[config.mk]
export PLATFORM = sky130hd
export DESIGN_NAME = palette_pixel_mode_mux
export DESIGN_NICKNAME = d
export VERILOG_FILES = /design/src/include/palette_pixel_pkg.sv /design/src/design/palette_pixel_mode_mux.sv
export SDC_FILE = /design/constraint.sdc
export NUM_CORES = 1
export LEC_CHECK = 0
export BUFFER_PORTS_ARGS = -buffer_cell sky130_fd_sc_hd__buf_4
export CORE_ASPECT_RATIO = 1.1
export CORE_UTILIZATION = 51
export CTS_CLUSTER_DIAMETER = 200
export CTS_CLUSTER_SIZE = 28
export DETAILED_ROUTE_END_ITERATION = 10
export GPL_TIMING_DRIVEN = 0
export PLACE_DENSITY = 0.65
export SYNTH_ARGS = -nofsm -noshare
export SYNTH_HDL_FRONTEND = slang
export SYNTH_SLANG_ARGS = --single-unit
[constraint.sdc]
create_clock -name CLK -period 7.6 [get_ports CLK]
set_input_delay 0.76 -clock CLK [delete_from_list [all_inputs] [get_ports CLK]]
set_output_delay 0.76 -clock CLK [all_outputs]
set_load 0.02 [all_outputs]
[src/include/palette_pixel_pkg.sv]
// Overview of operation
// RL1: after reset the block runs legacy pass-through, mode 0, from the legacy port.
// RL2: selecting pass-through restores clock select, general control and read mask defaults.
// RL3: pass-through is timed by oscillator input zero; normal modes by the shift clock.
// RL4: normal modes take 8, 16 or 32 bit buses; modes 1-3 also 4 bits.
// RL5: the source drives the low pixel lines and grounds the unused ones.
// RL6: mode 1 pixel bit is address bit 0; page register gives bits 7..1.
// RL7: mode 1 multiplexes up to 32 one-bit pixels per load.
// RL8: mode 2 pixels give address bits 1..0, page bits 7..2, up to 16 per load.
// RL9: mode 3 pixels give address bits 3..0, page bits 7..4, 1 to 8 per load.
// RL10: mode 4 takes all eight address bits from the bus, ignoring the page register.
// RL11: mode 5 true colour gets the same delay as overlay, blank and sync.
// RL12: mode 5 low byte is overlay; zero byte or zero mask shows no overlay.
// RL13: true colour stays 8 bits per colour; overlay width follows the width select pin.
// RL14: mode 5 bits 15..8 go red, 23..16 green, 31..24 blue.
// RL15: nibble mode bit set and split transfer bit clear overrides the mux setting.
// RL16: nibble mode builds 16 bits from one nibble of each of four bytes.
// RL17: nibble mode pixels give address bits 3..0, page bits 7..4.
// RL18: mux register bits 5..0 select mode and width per the mode table.
// RL19: nibble flag low takes low nibbles, high takes high nibbles, lowest byte first.
// RL20: a shift clock rise latches the whole bus; dot clocks shift out low group first.
// RL21: software programs the shift clock divide ratio itself to match mode and width.
// RL22: writing 2Dh to mux bits 5..0 resets all registers to pass-through defaults.
// RL23: each load yields exactly width over bits-per-pixel pixels, one per dot clock.
package palette_pixel_pkg;
  localparam int PIX_W = 32;
  localparam logic [2:0] REG_MUX = 3'h0;
  localparam logic [2:0] REG_GCTL = 3'h1;
  localparam logic [2:0] REG_MASK = 3'h2;
  localparam logic [2:0] REG_PAGE = 3'h3;
  localparam logic [2:0] REG_CLKSEL = 3'h4;
  localparam logic [2:0] REG_STATUS = 3'h5;
  localparam logic [7:0] MUX_RST = 8'h2D;
  localparam logic [7:0] GCTL_RST = 8'h03;
  localparam logic [7:0] MASK_RST = 8'hFF;
  localparam logic [7:0] PAGE_RST = 8'h00;
  localparam logic [7:0] CLKSEL_RST = 8'h3F;
  localparam logic [5:0] MUX_PASS = 6'h2D;
  localparam logic [3:0] MUX_GRP_ONE = 4'h4;
  localparam logic [3:0] MUX_GRP_TWO = 4'h5;
  localparam logic [3:0] MUX_GRP_THREE = 4'h6;
  localparam logic [5:0] MUX_FOUR_8 = 6'h1C;
  localparam logic [5:0] MUX_FOUR_16 = 6'h1D;
  localparam logic [5:0] MUX_FOUR_32 = 6'h1E;
  localparam logic [5:0] MUX_TRUE = 6'h0D;
  localparam int GCTL_NIB_BIT = 3;
  localparam int GCTL_SPLIT_BIT = 2;
  localparam int PIN_OSC = 0;
  localparam int PIN_SHIFT = 1;
  localparam int PIN_DOT = 2;
  localparam int PIN_NIBBLE_SELECT_FLAG = 3;
  localparam int PIN_WIDE = 4;
  localparam int PIN_BLANK = 5;
  localparam int PIN_SYNC = 6;
  localparam int PIN_N = 7;
  typedef enum logic [2:0] {
    MODE_PASS = 3'h0, MODE_ONE = 3'h1, MODE_TWO = 3'h3, MODE_THREE = 3'h2,
    MODE_FOUR = 3'h6, MODE_TRUE = 3'h7, MODE_NIB = 3'h5, MODE_OFF = 3'h4
  } mode_t;
  typedef enum logic [1:0] {ST_WAIT = 2'h0, ST_SHIFT = 2'h1, ST_PASS = 2'h3} phase_t;
  typedef struct packed {
    mode_t mode;
    logic [3:0] bpp;
    logic [5:0] npix;
    logic [7:0] lowmask;
  } mode_cfg_t;
endpackage

[src/design/palette_pixel_mode_mux.sv]
module palette_pixel_mode_mux
  import palette_pixel_pkg::*;
(
  input wire logic CLK,
  input wire logic RST_B,
  input wire logic CE,
  input wire logic [2:0] ADDR,
  input wire logic [7:0] WDATA,
  input wire logic WR,
  input wire logic RD,
  output logic [7:0] RDATA,
  input wire logic [PIX_W-1:0] PIXEL_PORT,
  input wire logic [7:0] LEGACY_PORT,
  input wire logic SHIFT_CLOCK,
  input wire logic DOT_CLOCK,
  input wire logic OSCILLATOR_INPUT_ZERO,
  input wire logic NIBBLE_FLAG_INPUT,
  input wire logic WIDTH_SELECT_8,
  input wire logic BLANK_IN_B,
  input wire logic SYNC_IN_B,
  output logic [7:0] PALETTE_ADDR,
  output logic PIXEL_VALID,
  output logic OVERLAY_ACTIVE,
  output logic TRUE_COLOR_ON,
  output logic [7:0] TRUE_RED,
  output logic [7:0] TRUE_GREEN,
  output logic [7:0] TRUE_BLUE,
  output logic PALETTE_WIDE,
  output logic BLANK_OUT_B,
  output logic SYNC_OUT_B
);

  typedef struct packed {
    logic [PIN_N-1:0] s1;
    logic [PIN_N-1:0] s2;
    logic [PIN_N-1:0] s3;
    logic [PIN_N-1:0] filt;
    logic [PIX_W-1:0] p1;
    logic [PIX_W-1:0] p2;
    logic [PIX_W-1:0] p3;
    logic [7:0] v1;
    logic [7:0] v2;
    logic [7:0] v3;
    logic [7:0] mux;
    logic [7:0] gctl;
    logic [7:0] mask;
    logic [7:0] page;
    logic [7:0] clksel;
    phase_t phase;
    mode_t cur;
    logic [PIX_W-1:0] word;
    logic [5:0] remain;
    logic [3:0] bpp;
    logic [7:0] lowmask;
    logic [7:0] rdata;
    logic [7:0] addr;
    logic valid;
    logic overlay;
    logic tc;
    logic [7:0] red;
    logic [7:0] green;
    logic [7:0] blue;
    logic wide;
    logic blank_b;
    logic sync_b;
  } state_t;

  state_t st;
  state_t next_st;
  logic [PIN_N-1:0] agree;
  logic [PIN_N-1:0] rise;
  logic nib_on;
  mode_cfg_t cfg;

  // mode table lookup; nibble mode wins over the mux field
  function automatic mode_cfg_t decode_mode(input logic [5:0] mux, input logic nib);
    mode_cfg_t c;
    logic [5:0] wpix;
    c = '{MODE_OFF, 4'h8, 6'h01, 8'hFF};
    wpix = 6'h04 << mux[1:0];
    if (nib) begin
      c = '{MODE_NIB, 4'h4, 6'h04, 8'h0F}; // RL15 RL16 RL17
    end else if (mux == MUX_PASS) begin
      c = '{MODE_PASS, 4'h8, 6'h01, 8'hFF}; // RL18
    end else if (mux[5:2] == MUX_GRP_ONE) begin
      c = '{MODE_ONE, 4'h1, wpix, 8'h01}; // RL4 RL7 RL18
    end else if (mux[5:2] == MUX_GRP_TWO) begin
      c = '{MODE_TWO, 4'h2, wpix >> 1, 8'h03}; // RL8
    end else if (mux[5:2] == MUX_GRP_THREE) begin
      c = '{MODE_THREE, 4'h4, wpix >> 2, 8'h0F}; // RL9
    end else if (mux == MUX_FOUR_8) begin
      c = '{MODE_FOUR, 4'h8, 6'h01, 8'hFF}; // RL10
    end else if (mux == MUX_FOUR_16) begin
      c = '{MODE_FOUR, 4'h8, 6'h02, 8'hFF}; // RL10
    end else if (mux == MUX_FOUR_32) begin
      c = '{MODE_FOUR, 4'h8, 6'h04, 8'hFF}; // RL10
    end else if (mux == MUX_TRUE) begin
      c = '{MODE_TRUE, 4'h8, 6'h01, 8'hFF}; // RL11
    end
    return c;
  endfunction

  // one nibble of each byte, lowest byte first, packed into the low 16 bits
  function automatic logic [PIX_W-1:0] nibble_pack(input logic [PIX_W-1:0] w, input logic hi);
    logic [PIX_W-1:0] r;
    r = '0;
    for (int k = 0; k < 4; k++) begin
      r[4*k +: 4] = hi ? w[8*k+4 +: 4] : w[8*k +: 4]; // RL16 RL19
    end
    return r;
  endfunction

  assign nib_on = st.gctl[GCTL_NIB_BIT] && !st.gctl[GCTL_SPLIT_BIT]; // RL15
  assign cfg = decode_mode(st.mux[5:0], nib_on);

  always_comb begin
    next_st = st;
    next_st.s1 = {SYNC_IN_B, BLANK_IN_B, WIDTH_SELECT_8, NIBBLE_FLAG_INPUT,
                  DOT_CLOCK, SHIFT_CLOCK, OSCILLATOR_INPUT_ZERO};
    next_st.s2 = st.s1;
    next_st.s3 = st.s2;
    // a pin level counts only once stages two and three agree
    agree = ~(st.s2 ^ st.s3);
    next_st.filt = (st.filt & ~agree) | (st.s2 & agree);
    rise = next_st.filt & ~st.filt;
    next_st.p1 = PIXEL_PORT;
    next_st.p2 = st.p1;
    next_st.p3 = st.p2;
    next_st.v1 = LEGACY_PORT;
    next_st.v2 = st.v1;
    next_st.v3 = st.v2;
    next_st.wide = st.filt[PIN_WIDE]; // RL13
    next_st.valid = 1'b0;
    next_st.rdata = '0;
    if (RD) begin
      case (ADDR)
        REG_MUX: next_st.rdata = st.mux;
        REG_GCTL: next_st.rdata = st.gctl;
        REG_MASK: next_st.rdata = st.mask;
        REG_PAGE: next_st.rdata = st.page;
        REG_CLKSEL: next_st.rdata = st.clksel;
        REG_STATUS: next_st.rdata = {st.phase, st.cur, 3'h0};
        default: next_st.rdata = '0;
      endcase
    end
    if (cfg.mode != st.cur) begin
      // mode change drops any pixels still held from the old mode
      next_st.cur = cfg.mode;
      next_st.phase = (cfg.mode == MODE_PASS) ? ST_PASS : ST_WAIT; // RL1 RL3
      next_st.remain = '0;
      next_st.tc = 1'b0;
      next_st.overlay = 1'b0;
    end else if (st.phase == ST_PASS) begin
      if (rise[PIN_OSC]) begin // RL3
        next_st.addr = st.v3 & st.mask; // RL1
        next_st.valid = 1'b1;
        next_st.blank_b = st.filt[PIN_BLANK];
        next_st.sync_b = st.filt[PIN_SYNC];
      end
    end else if (st.cur != MODE_OFF && rise[PIN_SHIFT]) begin
      // load wins over a dot edge in the same cycle
      next_st.word = (st.cur == MODE_NIB) ? nibble_pack(st.p3, st.filt[PIN_NIBBLE_SELECT_FLAG]) : st.p3; // RL20 RL16
      next_st.remain = cfg.npix; // RL23
      next_st.bpp = cfg.bpp;
      next_st.lowmask = cfg.lowmask;
      next_st.phase = ST_SHIFT;
    end else if (st.phase == ST_SHIFT && rise[PIN_DOT]) begin
      next_st.valid = 1'b1;
      next_st.blank_b = st.filt[PIN_BLANK]; // RL11
      next_st.sync_b = st.filt[PIN_SYNC]; // RL11
      if (st.cur == MODE_TRUE) begin
        next_st.addr = st.word[7:0] & st.mask; // RL12
        next_st.overlay = (st.word[7:0] != 8'h00) && (st.mask != 8'h00); // RL12
        next_st.tc = 1'b1;
        next_st.red = st.word[15:8]; // RL14 RL13
        next_st.green = st.word[23:16]; // RL14
        next_st.blue = st.word[31:24]; // RL14
      end else begin
        // low bits from the bus, the rest from the page register
        next_st.addr = ((st.page & ~st.lowmask) | (st.word[7:0] & st.lowmask)) & st.mask; // RL6 RL8 RL9 RL10 RL17
        next_st.overlay = 1'b0;
        next_st.tc = 1'b0;
      end
      next_st.word = st.word >> st.bpp; // RL20
      next_st.remain = st.remain - 6'h01; // RL23
      if (st.remain == 6'h01) begin
        next_st.phase = ST_WAIT; // RL23
      end
    end
    if (WR) begin
      case (ADDR)
        REG_MUX: begin
          next_st.mux = WDATA; // RL18
          if (WDATA[5:0] == MUX_PASS) begin
            next_st.gctl = GCTL_RST; // RL2 RL22
            next_st.mask = MASK_RST; // RL2 RL22
            next_st.page = PAGE_RST; // RL22
            next_st.clksel = CLKSEL_RST; // RL2 RL22
          end
        end
        REG_GCTL: next_st.gctl = WDATA;
        REG_MASK: next_st.mask = WDATA;
        REG_PAGE: next_st.page = WDATA;
        REG_CLKSEL: next_st.clksel = WDATA; // RL21
        default: next_st.mux = st.mux;
      endcase
    end
  end

  always_ff @(posedge CLK or negedge RST_B) begin
    if (!RST_B) begin
      st <= '0;
      st.mux <= MUX_RST; // RL1
      st.gctl <= GCTL_RST;
      st.mask <= MASK_RST;
      st.page <= PAGE_RST;
      st.clksel <= CLKSEL_RST;
      st.phase <= ST_PASS; // RL1
      st.cur <= MODE_PASS;
      st.blank_b <= 1'b1;
      st.sync_b <= 1'b1;
      // active-low pins idle high, so the filter starts at their idle level
      st.s1[PIN_BLANK] <= 1'b1;
      st.s1[PIN_SYNC] <= 1'b1;
      st.s2[PIN_BLANK] <= 1'b1;
      st.s2[PIN_SYNC] <= 1'b1;
      st.s3[PIN_BLANK] <= 1'b1;
      st.s3[PIN_SYNC] <= 1'b1;
      st.filt[PIN_BLANK] <= 1'b1;
      st.filt[PIN_SYNC] <= 1'b1;
    end else if (CE) begin
      st <= next_st;
    end
  end

  assign RDATA = st.rdata;
  assign PALETTE_ADDR = st.addr;
  assign PIXEL_VALID = st.valid;
  assign OVERLAY_ACTIVE = st.overlay;
  assign TRUE_COLOR_ON = st.tc;
  assign TRUE_RED = st.red;
  assign TRUE_GREEN = st.green;
  assign TRUE_BLUE = st.blue;
  assign PALETTE_WIDE = st.wide;
  assign BLANK_OUT_B = st.blank_b;
  assign SYNC_OUT_B = st.sync_b;

  // pixels given out since the last load, for checking only
  logic [6:0] emit_cnt;
  logic [5:0] load_n;
  always_ff @(posedge CLK or negedge RST_B) begin
    if (!RST_B) begin
      emit_cnt <= '0;
      load_n <= '0;
    end else if (CE && st.phase != ST_PASS && st.cur == cfg.mode && st.cur != MODE_OFF && rise[PIN_SHIFT]) begin
      emit_cnt <= '0;
      load_n <= cfg.npix;
    end else if (CE && st.phase == ST_SHIFT && rise[PIN_DOT] && st.cur == cfg.mode) begin
      emit_cnt <= emit_cnt + 7'h01;
    end
  end
endmodule

==> results of run 1 <==
-- Yosys cell counts (all sizes together) (4+ instances only) --
| library cell | instances |
|---|---|
| o21ai | 68 |
| nor2 | 64 |
| nor4 | 8 |
| o22ai | 6 |
| o22a | 8 |
| mux2 | 220 |
| a211oi | 5 |
| mux2i | 69 |
| a21oi | 50 |
| mux4 | 27 |
| o31ai | 4 |
| buf | 58 |
| o211ai | 6 |
| o2bb2ai | 10 |
| clkbuf | 61 |
| a22oi | 10 |
| a32o | 4 |
| nand2 | 92 |
| nand3 | 13 |
| inv | 43 |
| nor3 | 19 |
| nor2b | 6 |
| dfstp | 32 |
| a31oi | 17 |
| dfrtp | 252 |
| nor3b | 5 |
| nand2b | 6 |
-- state kept, by name, summed over array words and instances, names as in the netlist, 8 cells and up, named ones only --
name	cells
next_st	94
TRUE_BLUE	8
PALETTE_ADDR	8
st	140
TRUE_RED	8
RDATA	8
TRUE_GREEN	8
-- worst paths after layout --
kind	startpoint	endpoint	slack [ps]
max in group asynchronous	RST_B	TRUE_GREEN[4]$_DFFE_PN0P_	6380
setup reg to reg	st[136]$_DFFE_PN1P_	BLANK_OUT_B$_DFFE_PN1P_	4530
min in group CLK	PIXEL_PORT[19]	next_st[216]$_DFFE_PN0P_	450
hold / removal	RST_B	next_st[268]$_DFFE_PN0P_	200
setup / recovery	st[136]$_DFFE_PN1P_	BLANK_OUT_B$_DFFE_PN1P_	4530
hold reg to reg	next_st[215]$_DFFE_PN0P_	next_st[183]$_DFFE_PN0P_	480
-- layout make-up --
class | instances | area [sq um]
clock buffers | 22 | 380.4
fillers | 2305 | 11190
flip-flops and latches | 284 | 7147
multi-input cells | 768 | 6309
inverters | 43 | 161.4
clock inverters | 2 | 46.29
repair buffers | 109 | 865.8
plain buffers | 119 | 648.1
well taps | 357 | 446.7
-- logic make-up after synthesis --
kind of cell,after synthesis,synth area share
mux,316,0.2658
xor+xnor,5,0.004123
simple gates,234,0.07622
buf+inv,162,0.05675
flops,284,0.5010
compound gates,211,0.09438
fa+ha+maj,2,0.001754
-- stage by stage --
step / cell area (sq um) / power, mW / worst slack, ps / hold WS, ps / utilization
after global placement: 15510 / 3.499 / 3284 / 450.9 / 0.5705
after CTS: 16000 / 4.413 / 4522 / 240.6 / 0.5885
final: 16000 / 4.387 / 4529 / 202.0 / 0.5885
after detailed placement: 15580 / 3.536 / 4288 / 461.3 / 0.5728
after global routing: 16000 / 4.620 / 4348 / 269.2 / 0.5885
after floorplan: 14260 / 3.040 / 4960 / 434.8 / -
-- report_power, final --
part	internal [mW]	switching, mW
Clock	0.363	0.509
Sequential	1.81	0.262
Combinational	0.666	0.781
Total	2.83	1.55
-- metal layers --
layer | up-vias | part of all wire | track usage
li1 | 4550 | - | -
met1 | 4948 | 0.43 | 0.3175
met2 | 236 | 0.50 | 0.4314
met3 | 58 | 0.038 | 0.02430
met4 | 0 | 0.030 | 0.08137
met5 | - | 0 | 0
==> flow_metrics.tcl, run 1 <==
set metrics [dict create \
    status "completed" \
    viasPerCell 5.746 \
    critPathSlowestCell "nor4_1" \
    drtAntennaViolNets 0 \
    vias 9792 \
    cp_max_fo 10 \
    synth_area_leaders "dfrtp_1, mux2_2, dfstp_2" \
    synth_top_area_cell "dfrtp_1" \
    cts-hold-fix-buffers 0 \
    rsz0062_at_grt "no" \
    skew_ps 37.23 \
    maxCapViolCount 0 \
    antenna_found_initial 0 \
    dr.pass1.iters 5 \
    post_cts_buffers 0 \
    clk_pin_slew_ps 110 \
    cp.depth 7 \
    crit_buf_inv 1 \
    drt_iter0_markers 651 \
    synthArstFlopShare 1.000 \
    fp.dieW_um 161.5 \
    cts_htree_levels 1 \
    post-route-period-util 0.4040 \
    clock_sinks 284 \
    timing.slew.headroom 0.3077 \
    power_density_mw_per_mm2 274.1 \
    fmax_ghz 0.3257 \
    fin_crit_ps 3071 \
    max_stage_delay_ps 620 \
    crit_family "simple AND/OR/NAND/NOR gates" \
    syn_inst 1214 \
    design.core.area_sq_mm 0.02719 \
    synthesis.area_sq_mm 0.01426 \
    worstPathRequired_ps 8060 \
    globalplace.congestion 0.9448 \
    synth_fp_nets 1279 \
    synth_warnings 0 \
    hold_path.class "input pin to async pin" \
    die_area_sq_mm 0.02864 \
    synth_edf_count 0 \
    finalNetCount 1404 \
    layout_common_cells "dfrtp_1, mux2_2, buf_4" \
    cts_buffer_depth 3 \
    drc 0 \
    synthDistinctLibCells 68 \
    tightest_slew_ps 1031 \
    cts_buffers 14 \
    synth-seq-area-share 0.5010 \
    insertion_delay_ps 530 \
    grt_first_pass_wirelength_um 54730 \
    finalSetupViolCount 0 \
    final_common_cell "dfrtp_1" \
    cp.arrival_ps 3530 \
    hold_viol_final 0 \
    wl_per_cell_um 20.25 \
    startpoint_type "register" \
    diodes 0 \
    io_buffers 107 \
    grt_overflow_total 0 \
    avgSynthCellArea_sq_um 11.75 \
    root_buffer "clkbuf_16" \
    dp_hpwl_um 25640 \
    reg2reg_depth 7 \
    ctsResizeCount 0 \
    timing.final.max_slew_violations 0 \
    areaGrowthSynthToFinish_pct 12.19 \
    cts_tree "yes" \
    grt_use_total 0.2452 \
    ys_seq_elements 284 \
    setup-tns-final_ps 0 \
    start_util 0.5245 \
    synth_top_area_frac 0.4421 \
    grt_pass1_vias 10007 \
    path_cells "nand3_2 > or2_1 > a2111oi_4 > xor2_2 > nor4_1 > buf_6 > mux2_4" \
    crit_type "register to register" \
    drive_above_1_share 0.3185 \
    end_kind "register" \
    fp-row-count 63 \
    drt-total-wl_um 34510 \
    final_cells 1704 \
    ir_drop_uv 198.8 \
    dpl.cell_count 1680 \
    leakagePower_nw 7.093 \
    ys.flop_type "dfrtp_1" \
    grt_max_degree 112 \
    ios 109 \
    fp.dieH_um 177.4 \
]
No activity file was read; power rests on OpenSTA's default activity.
==> run 2: changes to the inputs <==
PLACE_DENSITY = 0.68   (was 0.65)
clock period = 2.5 ns   (was 7.6 ns; I/O delays follow)
==> flow_metrics.tcl, run 2 (synthesis results as in run 1) <==
set metrics [dict create \
    status "finished with violations" \
    drt_iter0_markers 732 \
    cts_buffer_depth 3 \
    vias 10249 \
    drive_above_1_share 0.3601 \
    layout_common_cells "dfrtp_1, mux2_2, buf_4" \
    rsz0062_at_grt "yes" \
    clock_sinks 284 \
    leakagePower_nw 7.594 \
    grt_use_total 0.2487 \
    worstPathRequired_ps 2900 \
    dp_hpwl_um 25180 \
    finalNetCount 1469 \
    fmax_ghz 0.3965 \
    grt_overflow_total 0 \
    routedLengthMet1_um 14600 \
    dp_worst_setup_slack_ps -712.0 \
    cts_buffers 14 \
    fp.dieW_um 161.5 \
    cp.arrival_ps 2920 \
    finalSetupViolCount 9 \
    hold_path.class "input pin to register" \
    dpl-instance-area_sq_mm 0.01558 \
    crit_type "register to register" \
    drt-total-wl_um 35110 \
    fp.dieH_um 177.4 \
    largest-register "st" \
    ios 109 \
    wl_met2_um 17360 \
    drtAntennaViolNets 0 \
    startpoint_type "register" \
    drc 0 \
    end_kind "register" \
    top_layer "met4" \
    dr.pass1.iters 5 \
    timing.final.max_slew_violations 0 \
    globalplace.congestion 0.9533 \
    finalPower_mw 13.76 \
    power_density_mw_per_mm2 808.8 \
    fillers 2201 \
    insertion_delay_ps 490 \
    hold_viol_final 0 \
    fp-row-count 63 \
    antenna_found_initial 0 \
    fin_ws_ps -21.97 \
    wl_met3_um 1674 \
    root_buffer "clkbuf_16" \
    diodes 0 \
    cts_tree "yes" \
    viasPerCell 5.807 \
    final_common_cell "dfrtp_1" \
    stdcell_area_sq_mm 0.01701 \
    grt_pass1_vias 10229 \
    design.core.area_sq_mm 0.02719 \
    areaGrowthSynthToFinish_pct 19.26 \
    clk_pin_slew_ps 110 \
    tightest_slew_ps 808.8 \
    fin_crit_ps 2522 \
    ir_drop_uv 674.7 \
    wl_per_cell_um 19.89 \
    io_buffers 107 \
    skew_ps 22.74 \
    cts_htree_levels 1 \
    grt_max_degree 121 \
    largest_register_ffs 140 \
    cp_max_fo 5 \
    start_util 0.5245 \
    post-route-period-util 1.009 \
    die_area_sq_mm 0.02864 \
    finish.utilization 0.6256 \
    grt_first_pass_wirelength_um 55460 \
    violations "setup timing" \
    timing.slew.headroom 0.4588 \
    maxCapViolCount 0 \
]
-- run 2: changes by cell type in the layout (fill, tap and decap cells not counted), moves of 8 or more --
cell	change
dlygate4sd3_1	+45
buf_4	+12
clkbuf_1	-14
clkbuf_2	+8
mux2_1	-29
mux2_4	+29
-- run 2: layout make-up --
class,count,area (sq um),area share
inverter,43,161.4,0.009487
tap,357,446.7,0.02626
clock inverter,1,30.03,0.001765
timing repair buffer,177,1569,0.09223
buffer,116,701.9,0.04126
multi-input combinational,768,6565,0.3859
clock buffer,19,390.4,0.02295
sequential,284,7148,0.4202
-- run 2: power breakdown --
part	switching, mW	internal (mW)
Sequential	0.868	5.49
Clock	1.49	1.13
Combinational	2.47	2.30
-- run 2: final timing paths --
kind | slack [ps] | start | to | cells past startpoint
setup reg to reg | -20 | st[136]$_DFFE_PN1P_ | st[55]$_DFFE_PN0P_ | 8
max in group asynchronous | 840 | RST_B | next_st[225]$_DFFE_PN0P_ | 4
hold / removal | 9 | PIXEL_PORT[28] | next_st[225]$_DFFE_PN0P_ | 2
setup / recovery | -20 | st[136]$_DFFE_PN1P_ | st[55]$_DFFE_PN0P_ | 8
min in group asynchronous | 230 | RST_B | next_st[151]$_DFFE_PN0P_ | 2
hold reg to reg | 480 | next_st[223]$_DFFE_PN0P_ | next_st[191]$_DFFE_PN0P_ | 1
-- run 2: metal layers --
metal	track usage	vias up
met5	0	-
met4	0.1034	0
met3	0.02384	92
met2	0.4303	348
met1	0.3207	5107
li1	-	4702
-- run 2: worst max-delay path, stage by stage (launching register included) --
cell,delay (ps)
dfstp_2,580
nand3_4,90
or2_4,260
a2111oi_4,300
buf_6,200
xor2_4,100
or4_4,430
buf_6,150
mux2_4,300
-- run 2: what timing repair did --
| item | CTS | global route |
|---|---|---|
| gates cloned | 0 | 2 |
| resized for setup | 29 | 55 |
| hold buffers | 45 | 0 |
| pin swaps | 5 | 5 |
| endpoints found under the setup margin | 83 | 74 |
| buffers inserted | 14 | 7 |
| hold endpoints to repair | 93 | 0 |
-- run 2: through the flow --
step | TNS [ps] | hold WS [ps] | cells
detailed placement | -34320 | 174.4 | 1680
CTS | -105.2 | 0.002720 | 1757
global route | -2694 | 11.14 | 1765
global placement | -353830 | 445.9 | 1678
floorplan | -333.2 | -45.59 | 1214
finish | -77.14 | 8.568 | 1765
